--- src/include/axd_pkg.sv ---
package axd_pkg;
   localparam int ADDR_W = 8;
   localparam logic [ADDR_W-1:0] ADDR_CTRL  = 8'h00;
   localparam logic [ADDR_W-1:0] ADDR_NAME  = 8'h04;
   localparam logic [ADDR_W-1:0] ADDR_SETUP = 8'h08;
   localparam logic [ADDR_W-1:0] ADDR_POS   = 8'h0C;
   localparam logic [ADDR_W-1:0] ADDR_STAT  = 8'h10;
   // CTRL: bit0 addressing enable, bits 2:1 reply verbosity
   localparam int CTRL_MD_BIT = 0;
   localparam int CTRL_VB_LSB = 1;
   // SETUP: bit0 cw limit, bit1 ccw limit, bit2 home input
   localparam int SETUP_CW_BIT   = 0;
   localparam int SETUP_CCW_BIT  = 1;
   localparam int SETUP_HOME_BIT = 2;
   localparam logic       MD_RST    = 1'b1;
   localparam logic [1:0] VB_RST    = 2'h2;
   localparam logic [1:0] VB_ECHO   = 2'h0;
   localparam logic [7:0] NAME_RST  = 8'h31;
   localparam logic [2:0] SETUP_RST = 3'h7;
   localparam logic [1:0] RESP_OKAY   = 2'h0;
   localparam logic [1:0] RESP_SLVERR = 2'h2;
   localparam logic [7:0] CH_CR    = 8'h0D;
   localparam logic [7:0] CH_LF    = 8'h0A;
   localparam logic [7:0] CH_STAR  = 8'h2A;
   localparam logic [7:0] CH_MINUS = 8'h2D;
   localparam logic [7:0] CH_0     = 8'h30;
   localparam logic [7:0] CH_9     = 8'h39;
   localparam logic [7:0] CH_HEXA  = 8'h37;
   localparam logic [15:0] CMD_MOVE    = 16'h4D52;
   localparam logic [15:0] CMD_PRINT   = 16'h5052;
   localparam logic [15:0] CMD_VERB    = 16'h454D;
   localparam logic [15:0] CMD_ADDR_EN = 16'h5059;
   localparam logic [15:0] CMD_HOME    = 16'h484D;
   localparam logic [3:0] PRT_LAST = 4'h9;
   localparam int CLK_NS       = 40;
   localparam int STEP_TIME_NS = 40000;
   localparam logic [15:0] STEP_CYC = 16'(STEP_TIME_NS / CLK_NS);
   localparam logic [2:0]  DECEL_STEPS = 3'h4;
   localparam logic [31:0] HOME_SPAN   = 32'h7FFFFFFF;
   typedef enum logic [1:0] {
      P_IDLE = 2'b00,
      P_BODY = 2'b01,
      P_EXEC = 2'b11,
      P_SKIP = 2'b10
   } axd_pstate_t;
endpackage

--- src/design/axd_step_gen.sv ---
`timescale 1ns/10ps
module axd_step_gen
   import axd_pkg::*;
(
   input  wire logic        clk,
   input  wire logic        sys_rst,
   input  wire logic        ce,
   input  wire logic        start,
   input  wire logic        dir,
   input  wire logic [31:0] steps,
   input  wire logic        halt,
   output logic             step,
   output logic             busy,
   output logic             step_dir
);
   logic [15:0] tick;
   logic [31:0] left;
   logic [2:0]  dec;
   logic        stopping;
   logic        slow;

   assign slow = stopping | halt;

   // Stretches the step period on a halt so the motor ramps down
   always_ff @(posedge clk or posedge sys_rst)
   begin
      if (sys_rst)
      begin
         step     <= 1'b0;
         busy     <= 1'b0;
         step_dir <= 1'b0;
         tick     <= 16'h0000;
         left     <= 32'h00000000;
         dec      <= 3'h0;
         stopping <= 1'b0;
      end
      else if (ce)
      begin
         step <= 1'b0;
         if (!busy)
         begin
            if (start && steps != 32'h00000000)
            begin
               busy     <= 1'b1;
               left     <= steps;
               step_dir <= dir;
               tick     <= STEP_CYC - 16'h0001;
               dec      <= 3'h0;
               stopping <= 1'b0;
            end
         end
         else
         begin
            if (halt)
               stopping <= 1'b1;
            if (tick == 16'h0000)
            begin
               step <= 1'b1;
               left <= left - 32'h00000001;
               if (slow)
               begin
                  dec  <= dec + 3'h1;
                  tick <= 16'(STEP_CYC << (dec + 3'h1)) - 16'h0001;
               end
               else
                  tick <= STEP_CYC - 16'h0001;
               if (left == 32'h00000001 || (slow && dec == DECEL_STEPS - 3'h1))
                  busy <= 1'b0;
            end
            else
               tick <= tick - 16'h0001;
         end
      end
   end
endmodule

--- src/design/axd_dispatch.sv ---
// The address map and the AXI4-Lite register port are this design's own decisions.
`timescale 1ns/10ps
module axd_dispatch
   import axd_pkg::*;
(
   input  wire logic              clk,
   input  wire logic              sys_rst,
   input  wire logic              ce,
   input  wire logic              s_axi_awvalid,
   output logic                   s_axi_awready,
   input  wire logic [ADDR_W-1:0] s_axi_awaddr,
   input  wire logic              s_axi_wvalid,
   output logic                   s_axi_wready,
   input  wire logic [31:0]       s_axi_wdata,
   input  wire logic [3:0]        s_axi_wstrb,
   output logic                   s_axi_bvalid,
   input  wire logic              s_axi_bready,
   output logic [1:0]             s_axi_bresp,
   input  wire logic              s_axi_arvalid,
   output logic                   s_axi_arready,
   input  wire logic [ADDR_W-1:0] s_axi_araddr,
   output logic                   s_axi_rvalid,
   input  wire logic              s_axi_rready,
   output logic [31:0]            s_axi_rdata,
   output logic [1:0]             s_axi_rresp,
   input  wire logic              rx_valid,
   input  wire logic [7:0]        rx_data,
   output logic                   tx_valid,
   output logic [7:0]             tx_data,
   input  wire logic              tx_ready,
   input  wire logic              lim_cw_in,
   input  wire logic              lim_ccw_in,
   input  wire logic              optical_home_sensor,
   output logic                   step_out,
   output logic                   dir_out,
   output logic                   moving
);
   axd_pstate_t pstate;
   logic        multidrop_addressing_enable;
   logic [1:0]  reply_verbosity_setting;
   logic [7:0]  axis_name_string;
   logic        input_one_setup, input_two_setup, input_three_setup;
   logic [7:0]  c0, c1;
   logic [1:0]  cnt;
   logic [31:0] arg, pos, snap;
   logic        neg, armed, homing, zero_pend, seen;
   logic [3:0]  prt_idx;
   logic        aw_got, w_got;
   logic [ADDR_W-1:0] waddr;
   logic [31:0] wdat;
   logic [3:0]  wstb;
   logic        exec, is_digit, tx_free, echo_on, echo_req, wr_do, wr_map;
   logic [15:0] cmd;
   logic [7:0]  term;
   logic        cw_act, ccw_act, home_act, mv_req, hm_req, req_dir, blocked, go, halt;
   logic [31:0] go_steps, rd_mux;

   function automatic logic [7:0] hex_ch(input logic [3:0] n);
      hex_ch = (n < 4'hA) ? CH_0 + {4'h0, n} : CH_HEXA + {4'h0, n};
   endfunction

   assign exec     = (pstate == P_EXEC);
   assign cmd      = {c0, c1};
   assign is_digit = (rx_data >= CH_0) && (rx_data <= CH_9);
   assign term     = multidrop_addressing_enable ? CH_LF : CH_CR;
   assign tx_free  = !tx_valid || tx_ready;
   assign echo_on  = !multidrop_addressing_enable
                     || (reply_verbosity_setting == VB_ECHO && pstate == P_BODY);
   assign echo_req = rx_valid && echo_on;
   assign wr_do    = aw_got && w_got && !s_axi_bvalid;
   assign wr_map   = (waddr == ADDR_CTRL) || (waddr == ADDR_NAME) || (waddr == ADDR_SETUP)
                     || (waddr == ADDR_POS) || (waddr == ADDR_STAT);

   // Command parser; a byte arriving in the execute cycle is dropped
   always_ff @(posedge clk or posedge sys_rst)
   begin
      if (sys_rst)
      begin
         pstate <= P_IDLE;
         c0     <= 8'h00;
         c1     <= 8'h00;
         cnt    <= 2'h0;
         arg    <= 32'h00000000;
         neg    <= 1'b0;
         armed  <= 1'b0;
      end
      else if (ce)
      begin
         unique case (pstate)
            P_EXEC: pstate <= P_IDLE;
            P_IDLE:
               if (rx_valid)
               begin
                  if (multidrop_addressing_enable)
                  begin
                     if (!armed)
                     begin
                        if (rx_data == CH_LF)
                           armed <= 1'b1;
                     end
                     else if (rx_data == axis_name_string || rx_data == CH_STAR)
                     begin
                        pstate <= P_BODY;
                        cnt    <= 2'h0;
                        arg    <= 32'h00000000;
                        neg    <= 1'b0;
                     end
                     else if (rx_data != CH_LF)
                        pstate <= P_SKIP;
                  end
                  else if (rx_data != CH_CR)
                  begin
                     c0     <= rx_data;
                     cnt    <= 2'h1;
                     arg    <= 32'h00000000;
                     neg    <= 1'b0;
                     pstate <= P_BODY;
                  end
               end
            P_BODY:
               if (rx_valid)
               begin
                  if (rx_data == term)
                     pstate <= P_EXEC;
                  else if (cnt == 2'h0)
                  begin
                     c0  <= rx_data;
                     cnt <= 2'h1;
                  end
                  else if (cnt == 2'h1)
                  begin
                     c1  <= rx_data;
                     cnt <= 2'h2;
                  end
                  else if (rx_data == CH_MINUS)
                     neg <= 1'b1;
                  else if (is_digit)
                     arg <= 32'(arg * 32'd10) + {28'h0000000, rx_data[3:0]};
               end
            P_SKIP:
               if (rx_valid && rx_data == CH_LF)
                  pstate <= P_IDLE;
         endcase
         if (!multidrop_addressing_enable)
            armed <= 1'b0;
      end
   end

   // Configuration, written by software and by executed commands
   always_ff @(posedge clk or posedge sys_rst)
   begin
      if (sys_rst)
      begin
         multidrop_addressing_enable <= MD_RST;
         reply_verbosity_setting     <= VB_RST;
         axis_name_string            <= NAME_RST;
         {input_three_setup, input_two_setup, input_one_setup} <= SETUP_RST;
      end
      else if (ce)
      begin
         if (wr_do && wstb[0])
         begin
            if (waddr == ADDR_CTRL)
            begin
               multidrop_addressing_enable <= wdat[CTRL_MD_BIT];
               reply_verbosity_setting     <= wdat[CTRL_VB_LSB +: 2];
            end
            if (waddr == ADDR_NAME)
               axis_name_string <= wdat[7:0];
            if (waddr == ADDR_SETUP)
            begin
               input_one_setup   <= wdat[SETUP_CW_BIT];
               input_two_setup   <= wdat[SETUP_CCW_BIT];
               input_three_setup <= wdat[SETUP_HOME_BIT];
            end
         end
         if (exec && cmd == CMD_VERB)
            reply_verbosity_setting <= arg[1:0];
         if (exec && cmd == CMD_ADDR_EN)
            multidrop_addressing_enable <= arg[0];
      end
   end

   // Replies: print output first, then echo; echo is lost while busy
   always_ff @(posedge clk or posedge sys_rst)
   begin
      if (sys_rst)
      begin
         tx_valid <= 1'b0;
         tx_data  <= 8'h00;
         prt_idx  <= 4'h0;
         snap     <= 32'h00000000;
      end
      else if (ce)
      begin
         if (tx_valid && tx_ready)
            tx_valid <= 1'b0;
         if (tx_free)
         begin
            if (prt_idx == PRT_LAST)
            begin
               tx_data  <= CH_CR;
               tx_valid <= 1'b1;
               prt_idx  <= 4'h0;
            end
            else if (prt_idx != 4'h0)
            begin
               tx_data  <= hex_ch(snap[31:28]);
               snap     <= {snap[27:0], 4'h0};
               prt_idx  <= prt_idx + 4'h1;
               tx_valid <= 1'b1;
            end
            else if (echo_req)
            begin
               tx_data  <= rx_data;
               tx_valid <= 1'b1;
            end
         end
         if (exec && cmd == CMD_PRINT)
         begin
            prt_idx <= 4'h1;
            snap    <= pos;
         end
      end
   end

   // Switch inputs read high when open or unwired
   assign cw_act   = input_one_setup & lim_cw_in;
   assign ccw_act  = input_two_setup & lim_ccw_in;
   assign home_act = input_three_setup & optical_home_sensor;
   assign mv_req   = exec && cmd == CMD_MOVE;
   assign hm_req   = exec && cmd == CMD_HOME;
   assign req_dir  = hm_req ? 1'b0 : !neg;
   assign blocked  = req_dir ? cw_act : ccw_act;
   assign go       = (mv_req || hm_req) && !moving && !blocked;
   assign go_steps = hm_req ? HOME_SPAN : arg;
   assign halt     = moving && ((dir_out && cw_act) || (!dir_out && ccw_act)
                                || (homing && home_act));

   axd_step_gen u_step (
      .clk      (clk),
      .sys_rst  (sys_rst),
      .ce       (ce),
      .start    (go),
      .dir      (req_dir),
      .steps    (go_steps),
      .halt     (halt),
      .step     (step_out),
      .busy     (moving),
      .step_dir (dir_out)
   );

   // Position count and homing
   always_ff @(posedge clk or posedge sys_rst)
   begin
      if (sys_rst)
      begin
         pos       <= 32'h00000000;
         homing    <= 1'b0;
         zero_pend <= 1'b0;
      end
      else if (ce)
      begin
         if (step_out)
            pos <= dir_out ? pos + 32'h00000001 : pos - 32'h00000001;
         if (go && hm_req)
            homing <= 1'b1;
         if (homing && home_act)
            zero_pend <= 1'b1;
         if (homing && !moving && !go)
         begin
            homing    <= 1'b0;
            zero_pend <= 1'b0;
            if (zero_pend || home_act)
               pos <= 32'h00000000;
         end
      end
   end

   // AXI4-Lite write channel
   always_ff @(posedge clk or posedge sys_rst)
   begin
      if (sys_rst)
      begin
         s_axi_awready <= 1'b0;
         s_axi_wready  <= 1'b0;
         s_axi_bvalid  <= 1'b0;
         s_axi_bresp   <= RESP_OKAY;
         aw_got        <= 1'b0;
         w_got         <= 1'b0;
         waddr         <= '0;
         wdat          <= 32'h00000000;
         wstb          <= 4'h0;
      end
      else if (ce)
      begin
         if (!aw_got && !s_axi_bvalid)
            s_axi_awready <= 1'b1;
         if (!w_got && !s_axi_bvalid)
            s_axi_wready <= 1'b1;
         if (s_axi_awvalid && s_axi_awready)
         begin
            aw_got        <= 1'b1;
            s_axi_awready <= 1'b0;
            waddr         <= s_axi_awaddr;
         end
         if (s_axi_wvalid && s_axi_wready)
         begin
            w_got        <= 1'b1;
            s_axi_wready <= 1'b0;
            wdat         <= s_axi_wdata;
            wstb         <= s_axi_wstrb;
         end
         if (wr_do)
         begin
            s_axi_bvalid <= 1'b1;
            s_axi_bresp  <= wr_map ? RESP_OKAY : RESP_SLVERR;
            aw_got       <= 1'b0;
            w_got        <= 1'b0;
         end
         if (s_axi_bvalid && s_axi_bready)
            s_axi_bvalid <= 1'b0;
      end
   end

   always_comb
   begin
      rd_mux = 32'h00000000;
      unique case (s_axi_araddr)
         ADDR_CTRL:  rd_mux = {29'h0, reply_verbosity_setting, multidrop_addressing_enable};
         ADDR_NAME:  rd_mux = {24'h0, axis_name_string};
         ADDR_SETUP: rd_mux = {29'h0, input_three_setup, input_two_setup, input_one_setup};
         ADDR_POS:   rd_mux = pos;
         ADDR_STAT:  rd_mux = {26'h0, homing, moving, armed, home_act, ccw_act, cw_act};
         default:    rd_mux = 32'h00000000;
      endcase
   end

   // AXI4-Lite read channel
   always_ff @(posedge clk or posedge sys_rst)
   begin
      if (sys_rst)
      begin
         s_axi_arready <= 1'b0;
         s_axi_rvalid  <= 1'b0;
         s_axi_rdata   <= 32'h00000000;
         s_axi_rresp   <= RESP_OKAY;
      end
      else if (ce)
      begin
         if (!s_axi_rvalid)
            s_axi_arready <= 1'b1;
         if (s_axi_arvalid && s_axi_arready)
         begin
            s_axi_arready <= 1'b0;
            s_axi_rvalid  <= 1'b1;
            s_axi_rdata   <= rd_mux;
            s_axi_rresp   <= (s_axi_araddr <= ADDR_STAT && s_axi_araddr[1:0] == 2'h0)
                             ? RESP_OKAY : RESP_SLVERR;
         end
         if (s_axi_rvalid && s_axi_rready)
            s_axi_rvalid <= 1'b0;
      end
   end

   always_ff @(posedge clk or posedge sys_rst)
   begin
      if (sys_rst)
         seen <= 1'b0;
      else
         seen <= 1'b1;
   end
endmodule

--- config.mk ---
export PLATFORM = sky130hd
export DESIGN_NAME = axd_dispatch
export DESIGN_NICKNAME = d
export VERILOG_FILES = /design/src/include/axd_pkg.sv /design/src/design/axd_step_gen.sv /design/src/design/axd_dispatch.sv
export SDC_FILE = /design/constraint.sdc
export NUM_CORES = 1
export LEC_CHECK = 0
export ABC_AREA = 1
export BUFFER_PORTS_ARGS = -buffer_cell sky130_fd_sc_hd__buf_2
export CORE_MARGIN = 8
export CORE_UTILIZATION = 67
export DETAILED_ROUTE_END_ITERATION = 8
export GPL_TIMING_DRIVEN = 0
export PLACE_DENSITY = 0.83
export SYNTH_ARGS = -nofsm -noshare
export SYNTH_HDL_FRONTEND = slang
export SYNTH_SLANG_ARGS = --single-unit
--- constraint.sdc ---
create_clock -name clk -period 13.6 [get_ports clk]
set_input_delay 0 -clock clk [delete_from_list [all_inputs] [get_ports clk]]
set_output_delay 0 -clock clk [all_outputs]
set_load 0.05 [all_outputs]
==> results of run 1 <==
logic make-up after synthesis:
logic type / share of synthesized area, %
AO/OA/AOI/OAI: 16.0
XOR/XNOR: 2.14
adder cells (fa/ha/maj): 7.27
buffers and inverters: 8.73
flip-flops: 34.8
multiplexers: 0.180
other: 0.0200
AND/OR/NAND/NOR: 30.9
power breakdown:
group | switching, W | leakage (nW) | internal (W)
sequential | 0.000142 | 3.32 | 0.000917
clock | 0.000350 | 0.462 | 0.000443
combinational | 0.000664 | 6.85 | 0.000297
total | 0.00116 | 10.6 | 0.00166
flip-flops by register name (all words and copies together), names as in the netlist, 3 cells and up:
register and cells:
prt_idx 4, c1 8, u_step.tick 16, wdat 8, s_axi_rdata 32, axis_name_string 8, snap 32, u_step.dec 3
pos 32, waddr 8, tx_data 8, arg 32, u_step.left 32, c0 8
through the flow:
| step | cell area [um2] | hold slack [ns] | cells |
|---|---|---|---|
| after detailed placement | 19700 | 0.0598 | 3183 |
| after floorplan | 18700 | 0.110 | 2708 |
| after global placement | 19700 | 0.194 | 3181 |
| after global routing | 21200 | 0.0527 | 3287 |
| final | 21200 | -0.00120 | 3290 |
| after CTS | 21200 | 0.0158 | 3287 |
path summary, 6_finish.rpt:
check                                                 start  cells past startpoint                          end  slack [ns]
max in group asynchronous                           sys_rst                      5            c1[3]$_DFFE_PP0P_       12.24
worst min register to register  s_axi_rdata[20]$_DFFE_PP0P_                      2  s_axi_rdata[20]$_DFFE_PP0P_        0.48
worst max-delay path            u_step.step_dir$_DFFE_PP0P_                     15          pos[31]$_DFFE_PP0P_        9.84
min in group clk                            s_axi_araddr[3]                      5   s_axi_rdata[6]$_DFFE_PP0P_        0.11
worst max register to register  u_step.step_dir$_DFFE_PP0P_                     15          pos[31]$_DFFE_PP0P_        9.84
worst min-delay path                                sys_rst                      3  s_axi_rdata[29]$_DFFE_PP0P_      -0.001
layer usage:
layer | vias up | GRT usage [%]
met5 | - | 0
met4 | 8 | 29.1
met3 | 501 | 8.05
met2 | 1459 | 64.8
met1 | 9612 | 43.1
li1 | 9333 | -
repair_timing:
| item | 4_1_cts | 5_1_grt |
|---|---|---|
| hold buffers | 52 | 0 |
| resized for setup | 0 | 0 |
| endpoints found under the hold margin | 206 | 0 |
| setup endpoints to repair | 0 | 0 |
synth_stat cells (3+ instances only):
cell type,n
o21a_1,9
dfstp_2,8
ha_1,104
a21o_1,7
nand3b_1,10
nor4_1,20
nand2_1,767
o22ai_1,28
o31ai_1,34
a21oi_1,131
dfrtp_1,252
inv_1,335
buf_2,15
nor2_1,258
o21ai_0,221
nand3_1,130
nand4_1,55
o221ai_1,3
xor2_1,31
a22oi_1,4
xnor2_1,11
o32ai_1,5
nor3_1,39
inv_2,8
nand3_2,3
nor3_2,3
a21oi_2,3
buf_4,7
mux2_2,3
a31oi_1,32
o21bai_1,5
nor2_2,17
buf_6,3
or2_2,12
o211ai_1,8
fa_1,3
clkbuf_1,42
clkinv_1,4
nor2_4,6
and2_1,5
o21ai_1,12
nand2_2,19
layout make-up:
type / instances / area [um2] / share of cell area [%]
diodes: 3 / 7.51 / 0.0354
repair buffers: 149 / 1050 / 4.96
clock inverters: 12 / 121 / 0.572
plain buffers: 70 / 332 / 1.56
inverters: 347 / 1310 / 6.18
well taps: 378 / 473 / 2.23
clock buffers: 40 / 817 / 3.85
multi-input cells: 2031 / 10600 / 49.9
flip-flops and latches: 260 / 6520 / 30.7
tightest hold or removal path, delay by kind of cell:
kind     cells  cell delay, ns
buf+inv      3            1.02
==> results.cfg, run 1 <==
[yosys]
postSynthAreaPerCell_um2 = 6.92
synth-edff-count = 0
netlist_area_um2 = 18700
ys_seq_area_share_pct = 34.8
netlist.area_leader.share_pct = 33.7
ys_ff_latch = 260
synthesis.instances = 2707
synthArstFlopShare_pct = 100
synth.area.top_cells = dfrtp_1 (34%), nand2_1 (15%), ha_1 (7.0%)
yosysWarnings = 0
synth_top_area_cell = dfrtp_1
synth_flop_cell = dfrtp_1
synth_cell_type_count = 67

[clocking]
ctsLongestPathBuffers = 3
tritoncts = built
clk_pin_slew_ns = 0.07
h-tree-depth = 1
cts_setup_buffers = 0
worstSkewPairLatency_ns = 0.59
cts_buffers = 29
cts_sinks = 260
clock-root-buffer = clkbuf_16

[global_route]
grt_pass1_vias = 20200
grt_usage_pct = 38.7
antenna_found_initial = 5
grt_max_degree = 104
grt_pass1_wl_um = 104000
grt-ovfl-total = 0

[timing]
finalHoldViolCount = 4
fin_skew_ns = 0.0471
fin_ws_ns = 9.84
max_freq_mhz = 266
slew_viol_final = 0
min_period_over_period_pct = 27.6
hold_slack_ns = -0.00120
min_period_ns = 3.76
max_slew_margin_pct = 17.2
tns_ns = 0
setup_viol = 0
rsz0062_at_grt = no
worstMarginPinSlew_ns = 1.23

[cells_and_area]
layout-drive-gt1-share_pct = 9.01
fillCellCount = 2018
final_cell_mix = nand2_1 (767), inv_1 (334), nor2_1 (258), dfrtp_1 (252), o21ai_0 (221)
postLayoutCoreUtil_pct = 76.7
nNetsFinal = 3068
mostFrequentLayoutCell = nand2_1
syn2layout_area_growth_pct = 13.3

[power]
power.density_nw_per_um2 = 133
ir_drop_uv = 167
power_w = 0.00281
leakage_nw = 10.6

[routing]
postRouteAntennaNets = 0
routedWlPerCell_um = 20.1
wl_um = 66000
routed-wl-met2_um = 30600
vias = 20900
highest_layer = met5
wl_met3_um = 6460
drt_drc_violations_left = 0
wl_met1_um = 22800
routed_via_density = 6.36
drt_iter0_drc = 2684
firstDrtPassIters = 9

[run]
drv_cap = 0

[critical_path]
criticalPathCategory = reg -> reg
path_buf_inv = 1
cp.required_ns = 14.07
critPathLaunchType = flop
cpLargestDelayFamily = compound AO/OA/AOI/OAI gates
crit_slowest_cell = inv_1
cp_data_arrival_time_ns = 4.23
crit_path_end_kind = flop
crit_fanout = 32
slowest_delay_ns = 0.94
path_cells = inv_1 -> ha_1 -> a21oi_1 -> o21ai_0 -> a21o_1 -> nand2_1 -> nand2_1 -> nand2_1 -> nand2_1 -> nand2_1 -> nand2_1 -> nand2_1 -> nand3_1 -> o21ai_0 -> nor2_1
crit_path_frequent_cell = nand2_1

[outcome]
violations = hold timing
status = finished with violations

[hold_path]
hold_class = in -> async

[die]
die_w_um = 183
num_io_pins = 126
fp.dieH_um = 183
initial_core_util_pct = 67.8
core_um2 = 27600
die_area_um2 = 33500
rows = 61

[placement]
hpwlAfterDp_um = 46400
place_congestion = 0.990
portBuffers = 95
place_ws_ns = 10.11
Power figures use the tool's default switching activity.
==> inputs of run 2 (changes only) <==
- CORE_UTILIZATION: 67 -> 56
- PLACE_DENSITY: 0.83 -> 0.74
- clock period: 13.6 -> 3.2 ns (I/O delays scaled with it)
==> results.cfg, run 2 (synthesized netlist as in run 1, its figures left out) <==
[outcome]
status = completed

[critical_path]
rrSetupSlack_ns = 0.13
critPathLaunchType = flop
crit_path_end_kind = flop
path_cells = ha_1 -> ha_4 -> fa_2 -> xor2_4 -> nand3_2 -> nand3b_1 -> nor2_1 -> nand2_1 -> nor2_4 -> nand3_1 -> nor2_2 -> nand3_1 -> nand3_2 -> nand2_1
slowest_delay_ns = 0.47
cp.required_ns = 3.66
regToRegEndpoint = arg[31]$_DFFE_PP0P_
reg2reg_depth = 14
criticalPathCategory = reg -> reg
crit_fanout = 6
rr_startpoint = arg[0]$_DFFE_PP0P_
cp_data_arrival_time_ns = 3.54
crit_slowest_cell = dfrtp_2

[clocking]
h-tree-depth = 1
ctsLongestPathBuffers = 3
cts_sinks = 260
tritoncts = built
cts_buffers = 30
clk_pin_slew_ns = 0.07
clock-root-buffer = clkbuf_16
worstSkewPairLatency_ns = 0.59

[cells_and_area]
syn2layout_area_growth_pct = 17.1
fillCellCount = 2952
stdcell_count = 3393
multi_input_area_um2 = 10800
nNetsFinal = 3099
layout-drive-gt1-share_pct = 12.2
postLayoutCoreUtil_pct = 66.0
regArea_um2 = 6550
final_cell_mix = nand2_1 (760), inv_1 (333), nor2_1 (252), dfrtp_1 (227), o21ai_0 (221)
mostFrequentLayoutCell = nand2_1

[timing]
slew_viol_final = 0
fin_ws_ns = 0.126
hold_slack_ns = 0.0412
min_period_ns = 3.07
min_period_over_period_pct = 96.1
max_freq_mhz = 325
max_slew_margin_pct = 24.7
fin_skew_ns = 0.0242
setup_viol = 0
finalHoldViolCount = 0
worstMarginPinSlew_ns = 1.13

[die]
num_io_pins = 126
rows = 67
die_area_um2 = 39500
die_w_um = 199
initial_core_util_pct = 56.4
core_um2 = 33200
fp.dieH_um = 199

[power]
ir_drop_uv = 527
seq_power_share_pct = 36.6
p_sw_share_pct = 38.4
clkPwrFrac_pct = 30.6
leakage_nw = 10.8
power.internal_w = 0.00740
power.density_nw_per_um2 = 548
p_comb_share_pct = 32.8
netSwitchingPower_w = 0.00461
power_w = 0.0120

[global_route]
grt_pass1_vias = 18500
grt_pass1_wl_um = 98000
grt_usage_pct = 31.2
antenna_found_initial = 1
grt_max_degree = 43
grt-ovfl-total = 0

[routing]
drt_drc_violations_left = 0
vias = 19500
drt_iter0_drc = 1470
firstDrtPassIters = 6
routed_via_density = 5.76
postRouteAntennaNets = 0
routedWlPerCell_um = 18.5
wl_um = 62900

[hold_path]
hold_path_depth = 6
hp-start = tx_ready
hold-path-endpoint = tx_valid$_DFFE_PP0P_
hold_class = in -> reg

[placement]
place_ws_ns = -0.317
dpl.cell_count = 3258
place_congestion = 1.00
portBuffers = 95
hpwlAfterDp_um = 47700

[run]
drv_cap = 0
run 2: metal layers:
layer | track usage [%] | wire length (um) | up-vias
met1 | 38.3 | 25300 | 9231
met3 | 5.13 | 4140 | 211
met5 | 0 | 0 | -
met2 | 51.4 | 29400 | 732
met4 | 18.4 | 4010 | 0
li1 | - | - | 9373
run 2: power groups by stage:
stage               clock [W]  combinational [W]  sequential [W]
detailed placement          0            0.00368         0.00444
CTS                   0.00370            0.00383         0.00438
global placement            0            0.00359         0.00442
global route          0.00382            0.00438         0.00446
floorplan                   0            0.00244         0.00458
finish                0.00368            0.00394         0.00440
run 2: what timing repair did:
item / 4_1_cts / 5_1_grt
pin swaps: 1 / 8
gates resized for setup: 12 / 59
endpoints found under the hold margin: 88 / 0
buffers inserted: 6 / 18
endpoints found under the setup margin: 38 / 33
gates cloned: 1 / 0
hold buffers: 52 / 0
run 2: critical path: cells and delay by family (launching register included):
family / cells / cell delay [ns]
XOR/XNOR: 1 / 0.25
adder cells (fa/ha/maj): 3 / 0.88
flip-flops: 1 / 0.47
AND/OR/NAND/NOR: 10 / 1.35
run 2: cell type report:
cell class / instances / share of cell area [%]
Sequential cell: 260 / 29.9
Antenna cell: 2 / 0.0228
Tap cell: 448 / 2.56
Inverter: 347 / 5.98
Timing Repair Buffer: 178 / 6.10
Timing Repair inverter: 1 / 0.0343
Clock inverter: 17 / 0.953
Multi-Input combinational cell: 2031 / 49.1
Clock buffer: 39 / 3.85
Buffer: 70 / 1.51
run 2: worst max path at each step:
stage                                      startpoint                    to  cells past startpoint
after global routing               arg[0]$_DFFE_PP0P_   arg[22]$_DFFE_PP0P_                     16
after floorplan                               sys_rst    arg[0]$_DFFE_PP0P_                      1
final                              arg[0]$_DFFE_PP0P_   arg[31]$_DFFE_PP0P_                     14
after CTS                          arg[3]$_DFFE_PP0P_   arg[28]$_DFFE_PP0P_                     16
after global placement                        sys_rst  waddr[0]$_DFFE_PP0P_                      2
after detailed placement  u_step.step_dir$_DFFE_PP0P_   pos[31]$_DFFE_PP0P_                     15
run 2: per-stage QoR:
step	instance area [um2]	TNS [ns]
2_1_floorplan	18700	-55.70
3_3_place_gp	19800	-467.95
3_5_place_dp	19900	-5.08
4_1_cts	21600	0
5_1_grt	21900	-0.0804
6_report	21900	0
